==> src/hdl/rpd_pkg.sv <==
package rpd_pkg;

    ////////////////////////////////////////////////////////////////////////////////
    // Channel and position scale
    localparam int CHANNELS = 6;
    localparam int POS_W = 12;
    localparam int CH_AW = 3;
    localparam logic [11:0] COUNTS_PER_REV = 12'hFA0;   // 4000 counts per 360 degrees
    localparam logic [11:0] POS_MAX = 12'hF9F;          // 3999, top of stored range
    localparam logic [11:0] POS_RESET = 12'h000;
    localparam logic [11:0] REF_HIGH_END = 12'h7D0;     // 2000, half wave
    localparam logic [11:0] QUAD_START = 12'h3E8;       // 1000, a quarter wave later
    localparam logic [11:0] QUAD_END = 12'hBB8;         // 3000

    ////////////////////////////////////////////////////////////////////////////////
    // Timing
    localparam int unsigned CLK_HZ = 32'h0BEBC200;      // 200 MHz
    localparam int unsigned CLK_MHZ = 32'h000000C8;     // 200
    localparam int unsigned EXC_HZ = 32'h00000FA0;      // 4 kHz excitation
    localparam int unsigned PHASE_INC = EXC_HZ * 32'h00000FA0;
    localparam int unsigned REFRESH_NS = 32'h0016E360;  // 1.5 ms
    localparam int unsigned REFRESH_CYC = REFRESH_NS * CLK_MHZ / 32'h000003E8;
    localparam logic [1:0] ACT_HOLD = 2'h2;             // Refresh ticks an indicator stays busy

    ////////////////////////////////////////////////////////////////////////////////
    // Register map, byte addresses
    localparam logic [7:0] OFS_CTRL = 8'h00;
    localparam logic [7:0] OFS_STAT = 8'h04;
    localparam logic [7:0] OFS_MASK = 8'h08;
    localparam logic [7:0] OFS_LOSS = 8'h0C;
    localparam logic [7:0] OFS_POS0 = 8'h10;
    localparam int CTRL_CONFIGURED = 0;
    localparam int CTRL_RUN = 1;
    localparam int STAT_W = 7;
    localparam int STAT_REFRESH = 6;
    localparam logic [1:0] CTRL_RESET = 2'h0;
    localparam logic [6:0] STAT_RESET = 7'h00;
    localparam logic [6:0] MASK_RESET = 7'h00;

    ////////////////////////////////////////////////////////////////////////////////
    // Carriers
    typedef struct packed {
        logic cyc;
        logic stb;
        logic we;
        logic [7:0] adr;
        logic [3:0] sel;
        logic [31:0] dat;
    } rpd_wb_req_t;

    typedef struct packed {
        logic en;
        logic [2:0] addr;
        logic [11:0] data;
    } rpd_mem_wr_t;

endpackage

==> src/hdl/rpd_pos_mem.sv <==
`timescale 1ns/1ps

// Six-word position store: one write port, one registered read port
module rpd_pos_mem
(
    input wire logic clk,
    input wire rpd_pkg::rpd_mem_wr_t wr,
    input wire logic [2:0] rd_addr,
    output logic [11:0] rd_data
);

    logic [11:0] words [0:rpd_pkg::CHANNELS-1];

    ////////////////////////////////////////////////////////////////////////////////
    // Whole word written in one edge, so a read never sees a half update
    always_ff @(posedge clk)
    begin
        if (wr.en)
        begin
            words[wr.addr] <= wr.data;
        end
    end

    // Registered read, out of range reads as zero
    always_ff @(posedge clk)
    begin
        if (rd_addr < 3'(rpd_pkg::CHANNELS))
        begin
            rd_data <= words[rd_addr];
        end
        else
        begin
            rd_data <= 12'h000;
        end
    end

endmodule

==> src/hdl/rpd_top.sv <==
`timescale 1ns/1ps

// Contract
// - Six channels, own feedback, own stored position
// - Reference and quadrature waves, equal, 90 degrees apart
// - Feedback phase to counts, 4000 per turn
// - Refresh all six positions every 1.5 ms
// - Host reads any position at any time
// - Loss of feedback flag per channel
// - Potentiometer spans about 1000 counts, same scale; this design has no potentiometer input
// - Clockwise counts up, counter-clockwise counts down
// - Configured indicator on once host link established
// - Inbound and outbound activity indicators, steady when idle; with run off, traffic leaves them toggling
// - Stored position stays within 0 to 3999, wraps
module rpd_top
#(
    parameter int unsigned REFRESH_CYCLES = rpd_pkg::REFRESH_CYC
)
(
    input wire logic clk,
    input wire logic rstn,
    input wire rpd_pkg::rpd_wb_req_t wb_in,
    output logic [31:0] wb_dat_o,
    output logic wb_ack_o,
    input wire logic [5:0] rotor_feedback_wave,
    output logic reference_excitation_wave,
    output logic quadrature_excitation_wave,
    output logic [5:0] loss_of_feedback,
    output logic irq,
    output logic link_configured_indicator,
    output logic data_in_indicator,
    output logic data_out_indicator
);

    ////////////////////////////////////////////////////////////////////////////////
    // Declarations
    localparam int CH = rpd_pkg::CHANNELS;

    logic [1:0] ctrl;
    logic [6:0] status;
    logic [6:0] mask;
    logic run;
    logic [31:0] phase_acc;
    logic phase_tick;
    logic [11:0] phase;
    logic [31:0] refresh_cnt;
    logic refresh_tick;
    logic [5:0] fb_meta;
    logic [5:0] fb_sync;
    logic [5:0] fb_last;
    logic [5:0] fb_edge;
    logic [11:0] capt [0:CH-1];
    logic [11:0] miss_cnt [0:CH-1];
    logic [5:0] lost;
    logic [5:0] lost_event;
    logic upd_busy;
    logic [2:0] upd_idx;
    logic upd_done;
    rpd_pkg::rpd_mem_wr_t mem_wr;
    logic [2:0] mem_rd_addr;
    logic [11:0] mem_rd_data;
    logic wb_req;
    logic wb_busy;
    logic wb_wr_go;
    logic wb_rd_go;
    logic [1:0] in_hold;
    logic [1:0] out_hold;

    ////////////////////////////////////////////////////////////////////////////////
    // Address decode helpers
    function automatic logic is_pos(input logic [7:0] adr);
        is_pos = (adr >= rpd_pkg::OFS_POS0)
            && (adr < rpd_pkg::OFS_POS0 + 8'(4 * rpd_pkg::CHANNELS))
            && (adr[1:0] == 2'h0);
    endfunction

    function automatic logic [2:0] pos_index(input logic [7:0] adr);
        logic [7:0] rel;
        rel = adr - rpd_pkg::OFS_POS0;
        pos_index = rel[4:2];
    endfunction

    assign run = ctrl[rpd_pkg::CTRL_RUN];

    ////////////////////////////////////////////////////////////////////////////////
    // Phase step generator: 4000 steps per excitation period, fractional divider
    always_ff @(posedge clk)
    begin
        if (!rstn || !run)
        begin
            phase_acc <= 32'h00000000;
            phase_tick <= 1'b0;
        end
        else if (phase_acc + rpd_pkg::PHASE_INC >= rpd_pkg::CLK_HZ)
        begin
            phase_acc <= phase_acc + rpd_pkg::PHASE_INC - rpd_pkg::CLK_HZ;
            phase_tick <= 1'b1;
        end
        else
        begin
            phase_acc <= phase_acc + rpd_pkg::PHASE_INC;
            phase_tick <= 1'b0;
        end
    end

    // Reference phase counter, one turn is 4000 counts, wraps at 3999
    always_ff @(posedge clk)
    begin
        if (!rstn || !run)
        begin
            phase <= rpd_pkg::POS_RESET;
        end
        else if (phase_tick)
        begin
            if (phase == rpd_pkg::POS_MAX)
            begin
                phase <= rpd_pkg::POS_RESET;
            end
            else
            begin
                phase <= phase + 12'h001;
            end
        end
    end

    ////////////////////////////////////////////////////////////////////////////////
    // Excitation waves from one counter: same period and duty, quarter turn apart
    always_ff @(posedge clk)
    begin
        if (!rstn || !run)
        begin
            reference_excitation_wave <= 1'b0;
            quadrature_excitation_wave <= 1'b0;
        end
        else
        begin
            reference_excitation_wave <= (phase < rpd_pkg::REF_HIGH_END);
            quadrature_excitation_wave <= (phase >= rpd_pkg::QUAD_START)
                && (phase < rpd_pkg::QUAD_END);
        end
    end

    ////////////////////////////////////////////////////////////////////////////////
    // Feedback pins: two-stage synchroniser, then edge detect on the second stage
    always_ff @(posedge clk)
    begin
        if (!rstn)
        begin
            fb_meta <= 6'h00;
            fb_sync <= 6'h00;
            fb_last <= 6'h00;
        end
        else
        begin
            fb_meta <= rotor_feedback_wave;
            fb_sync <= fb_meta;
            fb_last <= fb_sync;
        end
    end

    assign fb_edge = fb_sync & ~fb_last & {6{run}};

    ////////////////////////////////////////////////////////////////////////////////
    // Per-channel phase capture and loss watchdog
    genvar gi;
    generate
        for (gi = 0; gi < CH; gi = gi + 1)
        begin : g_chan
            // Feedback rising edge latches the reference phase; more lag is more count
            always_ff @(posedge clk)
            begin
                if (!rstn)
                begin
                    capt[gi] <= rpd_pkg::POS_RESET;
                end
                else if (fb_edge[gi])
                begin
                    capt[gi] <= phase;
                end
            end

            // Count phase steps since the last edge, saturating at one period
            always_ff @(posedge clk)
            begin
                if (!rstn)
                begin
                    miss_cnt[gi] <= 12'h000;
                    lost[gi] <= 1'b0;
                end
                else if (fb_edge[gi])
                begin
                    miss_cnt[gi] <= 12'h000;
                    lost[gi] <= 1'b0;
                end
                else
                begin
                    if (phase_tick && miss_cnt[gi] != rpd_pkg::COUNTS_PER_REV)
                    begin
                        miss_cnt[gi] <= miss_cnt[gi] + 12'h001;
                    end
                    lost[gi] <= (miss_cnt[gi] == rpd_pkg::COUNTS_PER_REV);
                end
            end

            assign lost_event[gi] = (miss_cnt[gi] == rpd_pkg::COUNTS_PER_REV)
                && !lost[gi] && !fb_edge[gi];
        end
    endgenerate

    // Loss flags out
    always_ff @(posedge clk)
    begin
        if (!rstn)
        begin
            loss_of_feedback <= 6'h00;
        end
        else
        begin
            loss_of_feedback <= lost;
        end
    end

    ////////////////////////////////////////////////////////////////////////////////
    // Refresh interval timer
    always_ff @(posedge clk)
    begin
        if (!rstn || !run)
        begin
            refresh_cnt <= 32'h00000000;
            refresh_tick <= 1'b0;
        end
        else if (refresh_cnt == REFRESH_CYCLES - 1)
        begin
            refresh_cnt <= 32'h00000000;
            refresh_tick <= 1'b1;
        end
        else
        begin
            refresh_cnt <= refresh_cnt + 32'h00000001;
            refresh_tick <= 1'b0;
        end
    end

    // Copy the six captures into memory, one whole word per cycle
    always_ff @(posedge clk)
    begin
        if (!rstn)
        begin
            upd_busy <= 1'b0;
            upd_idx <= 3'h0;
            upd_done <= 1'b0;
        end
        else if (refresh_tick)
        begin
            upd_busy <= 1'b1;
            upd_idx <= 3'h0;
            upd_done <= 1'b0;
        end
        else if (upd_busy)
        begin
            upd_done <= (upd_idx == 3'(CH - 1));
            upd_busy <= (upd_idx != 3'(CH - 1));
            upd_idx <= upd_idx + 3'h1;
        end
        else
        begin
            upd_done <= 1'b0;
        end
    end

    // Write port feeds one full word at a time
    always_comb
    begin
        mem_wr.en = upd_busy;
        mem_wr.addr = upd_idx;
        mem_wr.data = capt[upd_idx];
    end

    assign mem_rd_addr = pos_index(wb_in.adr);

    rpd_pos_mem u_mem
    (
        .clk(clk),
        .wr(mem_wr),
        .rd_addr(mem_rd_addr),
        .rd_data(mem_rd_data)
    );

    ////////////////////////////////////////////////////////////////////////////////
    // Wishbone slave: request taken, memory read settles, then ack one cycle
    assign wb_req = wb_in.cyc && wb_in.stb && !wb_ack_o && !wb_busy;
    assign wb_wr_go = wb_busy && wb_in.we;
    assign wb_rd_go = wb_busy && !wb_in.we;

    always_ff @(posedge clk)
    begin
        if (!rstn)
        begin
            wb_busy <= 1'b0;
            wb_ack_o <= 1'b0;
        end
        else
        begin
            wb_busy <= wb_req;
            wb_ack_o <= wb_busy;
        end
    end

    // Read data mux, unmapped reads as zero; positions come from memory
    always_ff @(posedge clk)
    begin
        if (!rstn)
        begin
            wb_dat_o <= 32'h00000000;
        end
        else if (wb_rd_go)
        begin
            if (is_pos(wb_in.adr))
            begin
                wb_dat_o <= {20'h00000, mem_rd_data};
            end
            else
            begin
                unique case (wb_in.adr)
                    rpd_pkg::OFS_CTRL: wb_dat_o <= {30'h00000000, ctrl};
                    rpd_pkg::OFS_STAT: wb_dat_o <= {25'h0000000, status};
                    rpd_pkg::OFS_MASK: wb_dat_o <= {25'h0000000, mask};
                    rpd_pkg::OFS_LOSS: wb_dat_o <= {26'h0000000, lost};
                    default: wb_dat_o <= 32'h00000000;
                endcase
            end
        end
        else
        begin
            wb_dat_o <= 32'h00000000;
        end
    end

    // Control register
    always_ff @(posedge clk)
    begin
        if (!rstn)
        begin
            ctrl <= rpd_pkg::CTRL_RESET;
        end
        else if (wb_wr_go && wb_in.adr == rpd_pkg::OFS_CTRL && wb_in.sel[0])
        begin
            ctrl <= wb_in.dat[1:0];
        end
    end

    // Mask register
    always_ff @(posedge clk)
    begin
        if (!rstn)
        begin
            mask <= rpd_pkg::MASK_RESET;
        end
        else if (wb_wr_go && wb_in.adr == rpd_pkg::OFS_MASK && wb_in.sel[0])
        begin
            mask <= wb_in.dat[6:0];
        end
    end

    // Sticky status, write one to clear; a new event wins over the clear
    always_ff @(posedge clk)
    begin
        if (!rstn)
        begin
            status <= rpd_pkg::STAT_RESET;
        end
        else if (wb_wr_go && wb_in.adr == rpd_pkg::OFS_STAT && wb_in.sel[0])
        begin
            status <= (status & ~wb_in.dat[6:0]) | {upd_done, lost_event};
        end
        else
        begin
            status <= status | {upd_done, lost_event};
        end
    end

    // Level interrupt
    always_ff @(posedge clk)
    begin
        if (!rstn)
        begin
            irq <= 1'b0;
        end
        else
        begin
            irq <= |(status & mask);
        end
    end

    ////////////////////////////////////////////////////////////////////////////////
    // Indicators: configured follows control bit, activity flickers faint
    always_ff @(posedge clk)
    begin
        if (!rstn)
        begin
            link_configured_indicator <= 1'b0;
        end
        else
        begin
            link_configured_indicator <= ctrl[rpd_pkg::CTRL_CONFIGURED];
        end
    end

    // Activity windows reload on traffic and drain on refresh ticks
    always_ff @(posedge clk)
    begin
        if (!rstn)
        begin
            in_hold <= 2'h0;
            out_hold <= 2'h0;
        end
        else
        begin
            if (wb_wr_go)
            begin
                in_hold <= rpd_pkg::ACT_HOLD;
            end
            else if (refresh_tick && in_hold != 2'h0)
            begin
                in_hold <= in_hold - 2'h1;
            end
            if (wb_rd_go)
            begin
                out_hold <= rpd_pkg::ACT_HOLD;
            end
            else if (refresh_tick && out_hold != 2'h0)
            begin
                out_hold <= out_hold - 2'h1;
            end
        end
    end

    // Toggling every cycle reads as faint; idle holds steady high
    always_ff @(posedge clk)
    begin
        if (!rstn)
        begin
            data_in_indicator <= 1'b1;
            data_out_indicator <= 1'b1;
        end
        else
        begin
            data_in_indicator <= (in_hold != 2'h0) ? ~data_in_indicator : 1'b1;
            data_out_indicator <= (out_hold != 2'h0) ? ~data_out_indicator : 1'b1;
        end
    end

endmodule

==> config.mk <==
export PLATFORM = sky130hd
export DESIGN_NAME = rpd_top
export DESIGN_NICKNAME = d
export VERILOG_FILES = /design/src/hdl/rpd_pkg.sv /design/src/hdl/rpd_pos_mem.sv /design/src/hdl/rpd_top.sv
export SDC_FILE = /design/constraint.sdc
export NUM_CORES = 1
export LEC_CHECK = 0
export ABC_AREA = 1
export ABC_CLOCK_PERIOD_IN_PS = 2750
export BUFFER_PORTS_ARGS = -buffer_cell sky130_fd_sc_hd__buf_2
export CORE_MARGIN = 2
export CORE_UTILIZATION = 63
export CTS_BUF_LIST = sky130_fd_sc_hd__clkbuf_8
export DETAILED_ROUTE_END_ITERATION = 16
export GPL_ROUTABILITY_DRIVEN = 0
export HOLD_SLACK_MARGIN = 0.08
export PLACE_DENSITY_LB_ADDON = 0.05
export SYNTH_ARGS = -nofsm -noshare
export SYNTH_HDL_FRONTEND = slang
export SYNTH_HIERARCHICAL = 1
export SYNTH_SLANG_ARGS = --single-unit
==> constraint.sdc <==
create_clock -name clk -period 2.75 [get_ports clk]
set_input_delay 0.55 -clock clk [delete_from_list [all_inputs] [get_ports clk]]
set_output_delay 0.55 -clock clk [all_outputs]
set_load 0.02 [all_outputs]
==> run summary, run 1 <==
Hpwl dp -> 24300 µm
Final design utilization -> 70.5%
Final clock skew -> 0.0366 ns
Fin crit period -> 2.41 ns
#FFs+latches synth -> 375
Crit Path Max Fanout -> 7
Clock Latency Late Sink -> 0.62 ns
P per Cell Area -> 567 mW/mm²
Vias in the first global route -> 12600
Vias per cell -> 5.25
Worst reg2reg setup slack -> 0.34 ns
WL per Instance -> 13.7 µm
Maximum VDD drop -> 0.427 mV
Unrepaired setup endpoints after global routing -> no
Global route total overflow -> 0
Maximum buffer depth of the clock tree -> 3
Root Buffer -> clkbuf_8
Area Growth Syn to Fin -> 10.3%
Outcome -> finished, final reports clean
Crit-path slowest cell -> dfxtp_1
Endpoint class of the critical path -> flip-flop
CP cell instances -> ha_1, nand2_1, nand2_4, xor2_2, nand2_1, nor2_1, nand3_1, nand2_1, nand2_1, inv_1, nand2_1, nand2_1, nand2_1, nand2_1, nand2_1, nor2_1
Worst-path clk slew -> 0.06 ns
R2R depth -> 16
TritonCTS clock tree -> built
Register Area -> 0.00967 mm²
Die ar. -> 0.0294 mm²
Max-Cap Viols -> 0
CP startpoint -> phase_acc[11]$_SDFF_PP0_
H-tree depth -> 2
Setup Total Neg Slack -> 0 ns
Post-cts gate resize count -> 0
Pin count of the biggest net entering global routing -> 43
Max incr delay on CP -> 0.37 ns
Setup bufs post-CTS -> 0
Yosys cell types -> 56
Final WS setup -> 0.336 ns
Fin crit share -> 87.8%
Sequential area share after synthesis -> 54.6%
Commonest non-fill, non-tap cell in the layout -> nand2_1
Share of layout cells above drive strength 1 -> 10.4%
Syn Std Cell Area -> 0.0177 mm²
Synth Area in Compound Gates -> 7.76%
Final hold vios -> 0
Worst EP arrival -> 2.94 ns
Leakage -> 7.92 nW
Filler cell count -> 2217
Num Clock Sinks -> 375
Multiplexer share of the synthesized area -> 0.566%
GRT Util Overall -> 24.4%
Vias -> 13400
Nets -> 2203
Critical path class -> flip-flop to flip-flop
Worst Path Required -> 3.27 ns
Syn Inst Count -> 2033
Number of placement rows -> 61
Xor and xnor fraction of the mapped netlist area -> 2.72%
Number of antenna violations at the first check in global routing -> 0
Post-synth top area share -> 36.6%
Final setup fails -> 0
Ranking of synthesized cells by area -> edfxtp_1 37%, dfxtp_1 18%, nand2_1 8.2%, nor2_1 6.8%, inv_1 5.5%
Place WS -> 0.342 ns
Post-Synth Simple-Gate Area -> 24.4%
Reg2reg start -> phase_acc[11]$_SDFF_PP0_
HP Class -> input pin to flip-flop
Most frequent cells in the layout -> 388 x nand2_1, 322 x nor2_1, 286 x inv_1, 216 x edfxtp_1, 159 x dfxtp_1
Multi-input gate area -> 0.00663 mm²
Synth Area in Adders -> 1.56%
CTS Hold Bufs -> 0
Mean Syn Cell Area -> 8.71 µm²
DRT iter0 DRCs -> 923
WL final -> 35100 µm
Core area -> 0.0277 mm²
Antenna-violating nets left -> 0
Slew @ Worst Pin -> 0.829 ns
Final Hold Slack -> 0.150 ns
Yosys warning count -> 6
I/O pins -> 100
Slew Viols, Final -> 0
Port bufs -> 51
Slew headroom -> 44.4%
DRT Pass-1 Iters -> 5
CP Launch Type -> flip-flop
Drt drc -> 0
Post-synth EDFFs -> 216
DIE HEIGHT -> 172 µm
Asr flop ratio synth -> 0%
Largest family of logic cells by synthesized area -> simple AND/OR/NAND/NOR gates
Worst Setup EP -> phase_acc[31]$_SDFF_PP0_
CTS buffer count -> 60
ANT cells -> 0
CP dominant cell by count -> nand2_1
Max Freq -> 414 MHz
Initial Util -> 63.9%
Die X -> 172 µm
R2r endpoint -> phase_acc[31]$_SDFF_PP0_
Synth area leader -> edfxtp_1
First-pass GRT wire length -> 58500 µm
Top_reg_cell synth -> edfxtp_1
[through the flow]
stage	power (mW)	std cells	cell area [µm²]
3_5_place_dp	6.62	2442	18300
2_1_floorplan	6.53	2052	17800
5_1_grt	11.5	2556	19500
3_3_place_gp	6.60	2442	18300
4_1_cts	11.1	2556	19500
6_report	11.1	2556	19500
[logic make-up (layout without fill, tap and decap cells)]
| family | after synthesis | after routing |
|---|---|---|
| AO/OA/AOI/OAI | 238 | 238 |
| XOR/XNOR | 52 | 52 |
| adder cells (fa/ha/maj) | 22 | 22 |
| buffers and inverters | 351 | 477 |
| flip-flops | 375 | 375 |
| multiplexers | 10 | 10 |
| other | 1 | 20 |
| AND/OR/NAND/NOR | 984 | 984 |
[synth_stat cells (2+ instances only)]
cell	number
buf_2	7
ha_1	22
o22ai_1	16
nand2_1	388
nand3_2	2
nand2_4	2
clkbuf_1	36
buf_4	23
inv_1	261
nand3b_1	13
nor2_2	15
a21oi_1	81
nor4_1	22
a32o_1	12
nand4_1	38
a221oi_1	3
nand3_4	2
buf_1	3
mux2i_1	10
edfxtp_1	216
nor3b_1	26
nand2_2	17
o21a_1	7
o21ai_0	65
xnor2_1	12
o21ai_1	33
xor2_1	38
inv_2	7
a211oi_1	7
a31oi_1	3
or2_2	6
clkinv_1	5
nor2_1	322
nand3_1	80
and3_1	2
nor3_1	46
dfxtp_1	159
buf_6	8
[worst min path at each step]
stage / start / to / slack, ns / cells past startpoint
global route: rotor_feedback_wave[3] / fb_meta[3]$_SDFF_PN0_ / 0.14 / 3
detailed placement: data_out_indicator$_SDFF_PN1_ / data_out_indicator$_SDFF_PN1_ / 0.38 / 1
CTS: rotor_feedback_wave[0] / fb_meta[0]$_SDFF_PN0_ / 0.12 / 3
floorplan: fb_meta[0]$_SDFF_PN0_ / fb_sync[0]$_SDFF_PN0_ / 0.39 / 2
finish: rotor_feedback_wave[3] / fb_meta[3]$_SDFF_PN0_ / 0.15 / 3
global placement: data_out_indicator$_SDFF_PN1_ / data_out_indicator$_SDFF_PN1_ / 0.37 / 1
[sequential cells by signal, indices dropped and copies added, names as in the netlist, 2 cells and up, named ones only]
register          flops
capt                 72
in_hold               2
refresh_cnt          32
lost                  6
status                7
phase_acc            23
u_mem/words          72
u_mem/rd_data        12
loss_of_feedback      6
upd_idx               3
mask                  7
ctrl                  2
phase                12
fb_sync               6
fb_last               6
miss_cnt             72
fb_meta               6
wb_dat_o             12
out_hold              2
[worst max-delay path, delay by kind of cell (launching register included)]
kind	cells	cell delay, ns
fa+ha+maj	1	0.20
xor+xnor	1	0.28
simple gates	13	1.40
buf+inv	1	0.10
flops	1	0.37
[area by class of cell]
type                       count  share of cell area, %
timing repair buffer          89                   2.77
inverter                     274                   5.28
tap                          378                   2.42
sequential                   375                   49.5
multi-input combinational   1326                   33.9
clock buffer                  70                   4.94
clock inverter                44                   1.12
[metal layers]
metal / wire [µm] / global-route usage [%] / up-vias
met1: 15400 / 31.4 / 6149
met5: 0 / 0 / -
met3: 1860 / 3.87 / 62
met4: 703 / 7.85 / 0
li1: - / - / 6865
met2: 17200 / 42.2 / 339
[power breakdown]
part / switching, mW / total [mW] / internal (mW)
registers: 0.0709 / 6.13 / 6.06
clock network: 2.15 / 4.56 / 2.41
logic: 0.260 / 0.370 / 0.110
Power figures use the tool's default switching activity.
==> inputs of run 2 (changes only) <==
Settings changed: BUFFER_PORTS_ARGS -buffer_cell sky130_fd_sc_hd__buf_2 to -buffer_cell sky130_fd_sc_hd__clkbuf_2.
==> run summary, run 2 (same netlist as run 1, synthesis figures left out) <==
Outcome -> finished, final reports clean
Worst-path clk slew -> 0.06 ns (about the same)
Maximum VDD drop -> 0.380 mV (-11%)
Critical path class -> flip-flop to flip-flop
CP Launch Type -> flip-flop
Number of placement rows -> 61 (unchanged)
Number of antenna violations at the first check in global routing -> 0 (unchanged)
CTS buffer count -> 59 (-1.7%)
Largest regs -> capt: 72 flops, miss_cnt: 72 flops, u_mem/words: 72 flops
WL per Instance -> 13.7 µm (-0.22%)
Global route total overflow -> 0 (unchanged)
Slew @ Worst Pin -> 0.805 ns (-0.0247 ns)
Final hold vios -> 0 (unchanged)
Max-Cap Viols -> 0 (unchanged)
Worst EP arrival -> 2.99 ns (+0.05 ns)
CP cell instances -> ha_1, nand2_1, nand2_4, nand3_2, nand2_2, nand2_2, xor2_4, inv_1, a21oi_4, nand3_2, nand2_1, a21oi_1
First-pass GRT wire length -> 57800 µm (-1.1%)
Nets -> 2202 (-0.045%)
Initial Util -> 63.9% (unchanged)
Multi-input gate area -> 0.00664 mm² (+0.15%)
Unrepaired setup endpoints after global routing -> no
Place WS -> 0.123 ns (-0.219 ns)
Final setup fails -> 0 (unchanged)
Hpwl dp -> 24100 µm (-0.72%)
Root Buffer -> clkbuf_8
Maximum buffer depth of the clock tree -> 3 (unchanged)
Die ar. -> 0.0294 mm² (unchanged)
Area Growth Syn to Fin -> 10.2%
Fin crit period -> 2.52 ns (+0.104 ns)
Endpoint class of the critical path -> flip-flop
HP Class -> input pin to flip-flop
WL final -> 35000 µm (-0.37%)
H-tree depth -> 2 (unchanged)
Core area -> 0.0277 mm² (unchanged)
Max Freq -> 397 MHz (-4.1%)
DRT iter0 DRCs -> 1011 (+9.5%)
Crit-path slowest cell -> dfxtp_2
Die X -> 172 µm (unchanged)
I/O pins -> 100 (unchanged)
Final clock skew -> 0.0178 ns (-0.0188 ns)
Vias per cell -> 5.26 (+0.13%)
DIE HEIGHT -> 172 µm (unchanged)
Crit Path Max Fanout -> 12 (+5)
Port bufs -> 51 (unchanged)
Slew headroom -> 46.0% (+1.7 points)
Commonest non-fill, non-tap cell in the layout -> nand2_1
Leakage -> 7.90 nW (-0.28%)
Filler cell count -> 2201 (-0.72%)
ANT cells -> 0 (unchanged)
Antenna-violating nets left -> 0 (unchanged)
TritonCTS clock tree -> built
GRT Util Overall -> 24.0% (-0.41 points)
Register Area -> 0.00967 mm² (about the same)
Pin count of the biggest net entering global routing -> 47 (+9.3%)
Total power -> 11.0 mW (-0.54%)
Drt drc -> 0 (unchanged)
Final WS setup -> 0.232 ns (-0.104 ns)
Share of layout cells above drive strength 1 -> 10.6% (+0.16 points)
Num Clock Sinks -> 375 (unchanged)
Setup bufs post-CTS -> 0 (unchanged)
Clock Latency Late Sink -> 0.60 ns (-0.02 ns)
DRT Pass-1 Iters -> 5 (unchanged)
Max incr delay on CP -> 0.40 ns (+0.03 ns)
Vias -> 13400 (-0.030%)
Fin crit share -> 91.5% (+3.8 points)
Setup Total Neg Slack -> 0 ns (unchanged)
Most frequent cells in the layout -> 388 x nand2_1, 322 x nor2_1, 284 x inv_1, 216 x edfxtp_1, 158 x dfxtp_1
Slew Viols, Final -> 0 (unchanged)
Vias in the first global route -> 12400 (-1.9%)
Final Hold Slack -> 0.144 ns (-0.00650 ns)
P per Cell Area -> 564 mW/mm² (-0.44%)
Worst Path Required -> 3.22 ns (-0.05 ns)
run 2: repair_timing:
action | in CTS | in global routing
hold buffers | 0 | 0
resized for setup | 0 | 2
setup endpoints to repair | 0 | 22
run 2: layout make-up:
cell class | instances | share of cell area, %
timing repair buffer | 88 | 2.75
clock buffer | 69 | 4.87
inverter | 274 | 5.29
multi-input combinational | 1327 | 34.0
clock inverter | 41 | 1.05
tap | 378 | 2.43
sequential | 375 | 49.6
run 2: final timing paths:
| check | slack [ns] | end | depth (start not counted) | startpoint |
|---|---|---|---|---|
| worst max register to register | 0.23 | phase_acc[19]$_SDFF_PP0_ | 12 | phase_acc[10]$_SDFF_PP0_ |
| worst max-delay path | 0.23 | phase_acc[19]$_SDFF_PP0_ | 12 | phase_acc[10]$_SDFF_PP0_ |
| worst min-delay path | 0.14 | fb_meta[0]$_SDFF_PN0_ | 3 | rotor_feedback_wave[0] |
| worst min register to register | 0.39 | data_in_indicator$_SDFF_PN1_ | 1 | data_in_indicator$_SDFF_PN1_ |
run 2: worst max-delay path, delay by kind of cell, from the launching register on:
family                   cells  cell delay [ns]
AO/OA/AOI/OAI                2             0.31
flip-flops                   1             0.40
AND/OR/NAND/NOR              7             1.13
XOR/XNOR                     1             0.22
adder cells (fa/ha/maj)      1             0.19
buffers and inverters        1             0.15
run 2: where the power goes:
part	internal [mW]	leakage [nW]	switching, mW
clock network	2.38	0.686	2.12
registers	6.06	3.30	0.0714
logic	0.113	3.91	0.259
total	8.55	7.90	2.45
run 2: metal layers:
metal | global-route usage [%] | wire, µm
met4 | 7.85 | 911
met5 | 0 | 0
met2 | 41.2 | 16800
met3 | 3.82 | 1820
met1 | 31.1 | 15400
run 2: stage by stage:
stage          utilization [%]  instances  cell area [µm²]
2_1_floorplan                -       2052            17800
3_3_place_gp              66.2       2441            18300
3_5_place_dp              66.2       2441            18300
4_1_cts                   70.3       2551            19500
5_1_grt                   70.4       2552            19500
6_report                  70.4       2552            19500
==> inputs of run 3 (changes only) <==
Settings changed: ABC_AREA 1 to not set, SKIP_LAST_GASP set to 1.
==> run summary, run 3 <==
Synth area leader -> edfxtp_1
Share of layout cells above drive strength 1 -> 17.3% (+6.7 points)
Global route total overflow -> 0 (unchanged)
Crit path buffers/inverters -> 3 (+2)
Fin crit period -> 2.85 ns (+0.335 ns)
Clock Latency Late Sink -> 0.61 ns (about the same)
DRT Pass-1 Iters -> 5 (unchanged)
DIE HEIGHT -> 169 µm (-1.8%)
CTS buffer count -> 60 (+1.7%)
Ranking of synthesized cells by area -> edfxtp_1 38%, dfxtp_1 19%, nor2_1 4.4%, and2_1 4.0%, mux2i_1 3.5%
DP Area -> 0.0181 mm² (-1.5%)
Vias in the first global route -> 11000 (-11%)
Mean Syn Cell Area -> 11.1 µm² (+28%)
Cell Count, Final, Fillers Out -> 2063 (-19%)
Drt drc -> 0 (unchanged)
Area Growth Syn to Fin -> 14.6%
Crit-path slowest cell -> a211o_4
Pin count of the biggest net entering global routing -> 35 (-26%)
Syn Std Cell Area -> 0.0171 mm² (-3.6%)
Die X -> 169 µm (-1.8%)
Initial Util -> 63.7% (-0.23 points)
R2R depth -> 13 (+1)
Maximum buffer depth of the clock tree -> 3 (unchanged)
Worst reg2reg setup slack -> -0.10 ns (-0.34 ns)
Yosys cell types -> 77 (+38%)
Total power -> 11.2 mW (+1.4%)
#FFs+latches synth -> 375 (unchanged)
HP Class -> input pin to flip-flop
Leakage -> 7.28 nW (-7.9%)
Setup Total Neg Slack -> -0.800 ns (-0.800 ns)
H-tree depth -> 2 (unchanged)
Max Freq -> 351 MHz (-12%)
Die ar. -> 0.0284 mm² (-3.5%)
Port bufs -> 51 (unchanged)
Outcome -> finished with violations
Crit Path Max Fanout -> 6 (-6)
ANT cells -> 0 (unchanged)
Dpl cells -> 1939 (-21%)
Post-synth top area share -> 38.0% (+1.4 points)
Post-route cell area -> 0.0195 mm² (+0.23%)
Slew @ Worst Pin -> 0.646 ns (-0.158 ns)
Worst Path Required -> 3.21 ns (about the same)
DRT iter0 DRCs -> 740 (-27%)
Failing checks -> setup timing
CP cell instances -> ha_4, a211o_4, a31oi_4, buf_6, nor3_2, or3_4, a221o_1, a21oi_4, buf_6, buf_12, a21oi_1, a21oi_1, nor3_2
Commonest non-fill, non-tap cell in the layout -> edfxtp_1
WL per Instance -> 16.1 µm (+17%)
Maximum VDD drop -> 0.394 mV (+3.9%)
Post-synth top cells -> 216 x edfxtp_1, 200 x nor2_1, 159 x dfxtp_1
Max incr delay on CP -> 0.37 ns (-0.03 ns)
Number of placement rows -> 60 (-1.6%)
Vias per cell -> 5.52 (+5.0%)
P per Cell Area -> 571 mW/mm² (+1.2%)
Final Hold Slack -> 0.161 ns (+0.0173 ns)
Asr flop ratio synth -> 0% (unchanged)
Max-Cap Viols -> 0 (unchanged)
Final setup fails -> 14 (+14)
R2r endpoint -> phase_acc[29]$_SDFF_PP0_
Final WS setup -> -0.103 ns (-0.335 ns)
Final clock skew -> 0.0256 ns (+0.00783 ns)
Nets -> 1747 (-21%)
Filler cell count -> 1904 (-13%)
Core area -> 0.0268 mm² (-3.3%)
Worst-path clk slew -> 0.06 ns (about the same)
WL final -> 33200 µm (-5.2%)
Hold Crit Start -> rotor_feedback_wave[3]
CP Depth -> 13 (+1)
Post-synth EDFFs -> 216 (unchanged)
Most numerous cell in the Yosys netlist -> edfxtp_1
Num Clock Sinks -> 375 (unchanged)
CTS Hold Bufs -> 0 (unchanged)
Worst EP arrival -> 3.32 ns (+0.33 ns)
Critical path class -> flip-flop to flip-flop
CP top delay family -> compound AO/OA/AOI/OAI gates
Most frequent cells in the layout -> 216 x edfxtp_1, 200 x nor2_1, 156 x dfxtp_1, 109 x and2_1, 90 x buf_4
First-pass GRT wire length -> 54300 µm (-6.0%)
Yosys warning count -> 6 (unchanged)
Syn Inst Count -> 1530 (-25%)
Endpoint class of the critical path -> flip-flop
Vias -> 11400 (-15%)
Fin crit share -> 104% (+12 points)
Sequential area share after synthesis -> 56.7% (+2.0 points)
Reg2reg start -> phase_acc[11]$_SDFF_PP0_
CP Launch Type -> flip-flop
Final design utilization -> 72.9% (+2.5 points)
TritonCTS clock tree -> built
Number of antenna violations at the first check in global routing -> 0 (unchanged)
Unrepaired setup endpoints after global routing -> yes
WHS Path Cells -> 2 (-1)
Slew headroom -> 56.9% (+11 points)
Largest regs -> capt: 72 flops, miss_cnt: 72 flops, u_mem/words: 72 flops
Hpwl dp -> 22700 µm (-5.8%)
Antenna-violating nets left -> 0 (unchanged)
Top_reg_cell synth -> edfxtp_1
I/O pins -> 100 (unchanged)
Slew Viols, Final -> 0 (unchanged)
Endpoint, Worst Hold -> fb_meta[3]$_SDFF_PN0_
Place WS -> -0.131 ns (-0.254 ns)
Root Buffer -> clkbuf_8
GRT Util Overall -> 23.5% (-0.51 points)
Final hold vios -> 0 (unchanged)
## run 3: cell families (layout without fill, tap and decap cells)
logic type / after synthesis / in the layout / synth area share (%)
mux: 78 / 78 / 5.63
other cells: 1 / 20 / 0.0220
fa+ha+maj: 22 / 22 / 1.61
compound gates: 154 / 154 / 6.40
buf+inv: 127 / 300 / 3.60
xor+xnor: 134 / 134 / 6.88
simple gates: 639 / 639 / 19.2
flops: 375 / 375 / 56.7
## run 3: repair_timing
action | 4_1_cts | 5_1_grt
setup endpoints to repair | 21 | 23
buffers inserted | 5 | 5
gates resized for setup | 9 | 37
pin swaps | 3 | 17
## run 3: power by group
part / total (mW) / internal (mW) / switching, mW
registers: 6.14 / 6.06 / 0.0820
clock network: 4.67 / 2.53 / 2.14
logic: 0.349 / 0.135 / 0.215
total: 11.2 / 8.73 / 2.43
## run 3: cell type report
type | count | area [µm²] | share of cell area, %
inverter | 36 | 135 | 0.691
clock inverter | 43 | 231 | 1.18
multi-input combinational | 1047 | 7050 | 36.1
sequential | 375 | 9680 | 49.5
clock buffer | 71 | 977 | 5.00
tap | 341 | 427 | 2.18
timing repair buffer | 150 | 1040 | 5.35
## run 3: worst register-to-register path, cell delays in order, from the launching register on
cell and delay (ns):
dfxtp_4 0.35, ha_4 0.17, a211o_4 0.37, a31oi_4 0.23, buf_6 0.14, nor3_2 0.04
or3_4 0.33, a221o_1 0.37, a21oi_4 0.16, buf_6 0.16, buf_12 0.12, a21oi_1 0.04
a21oi_1 0.18, nor3_2 0.06
## run 3: worst max-delay path by stage
stage	slack (ns)	end	start
6_report	-0.10	phase_acc[29]$_SDFF_PP0_	phase_acc[11]$_SDFF_PP0_
5_1_grt	-0.23	phase_acc[29]$_SDFF_PP0_	phase_acc[11]$_SDFF_PP0_
4_1_cts	-0.09	phase_acc[31]$_SDFF_PP0_	phase_acc[11]$_SDFF_PP0_
3_5_place_dp	-0.13	phase_acc[17]$_SDFF_PP0_	phase_acc[11]$_SDFF_PP0_
3_3_place_gp	-0.11	phase_acc[17]$_SDFF_PP0_	phase_acc[11]$_SDFF_PP0_
2_1_floorplan	-0.09	phase_acc[25]$_SDFF_PP0_	phase_acc[11]$_SDFF_PP0_
## run 3: routing by layer
| layer | share of wire (%) | GRT usage (%) | wire length, µm | up-vias |
|---|---|---|---|---|
| met1 | 46 | 31.9 | 15100 | 5446 |
| met2 | 48 | 39.8 | 16000 | 234 |
| met4 | 1.9 | 6.52 | 619 | 0 |
| li1 | - | - | - | 5657 |
| met3 | 4.3 | 3.46 | 1410 | 51 |
| met5 | 0 | 0 | 0 | - |
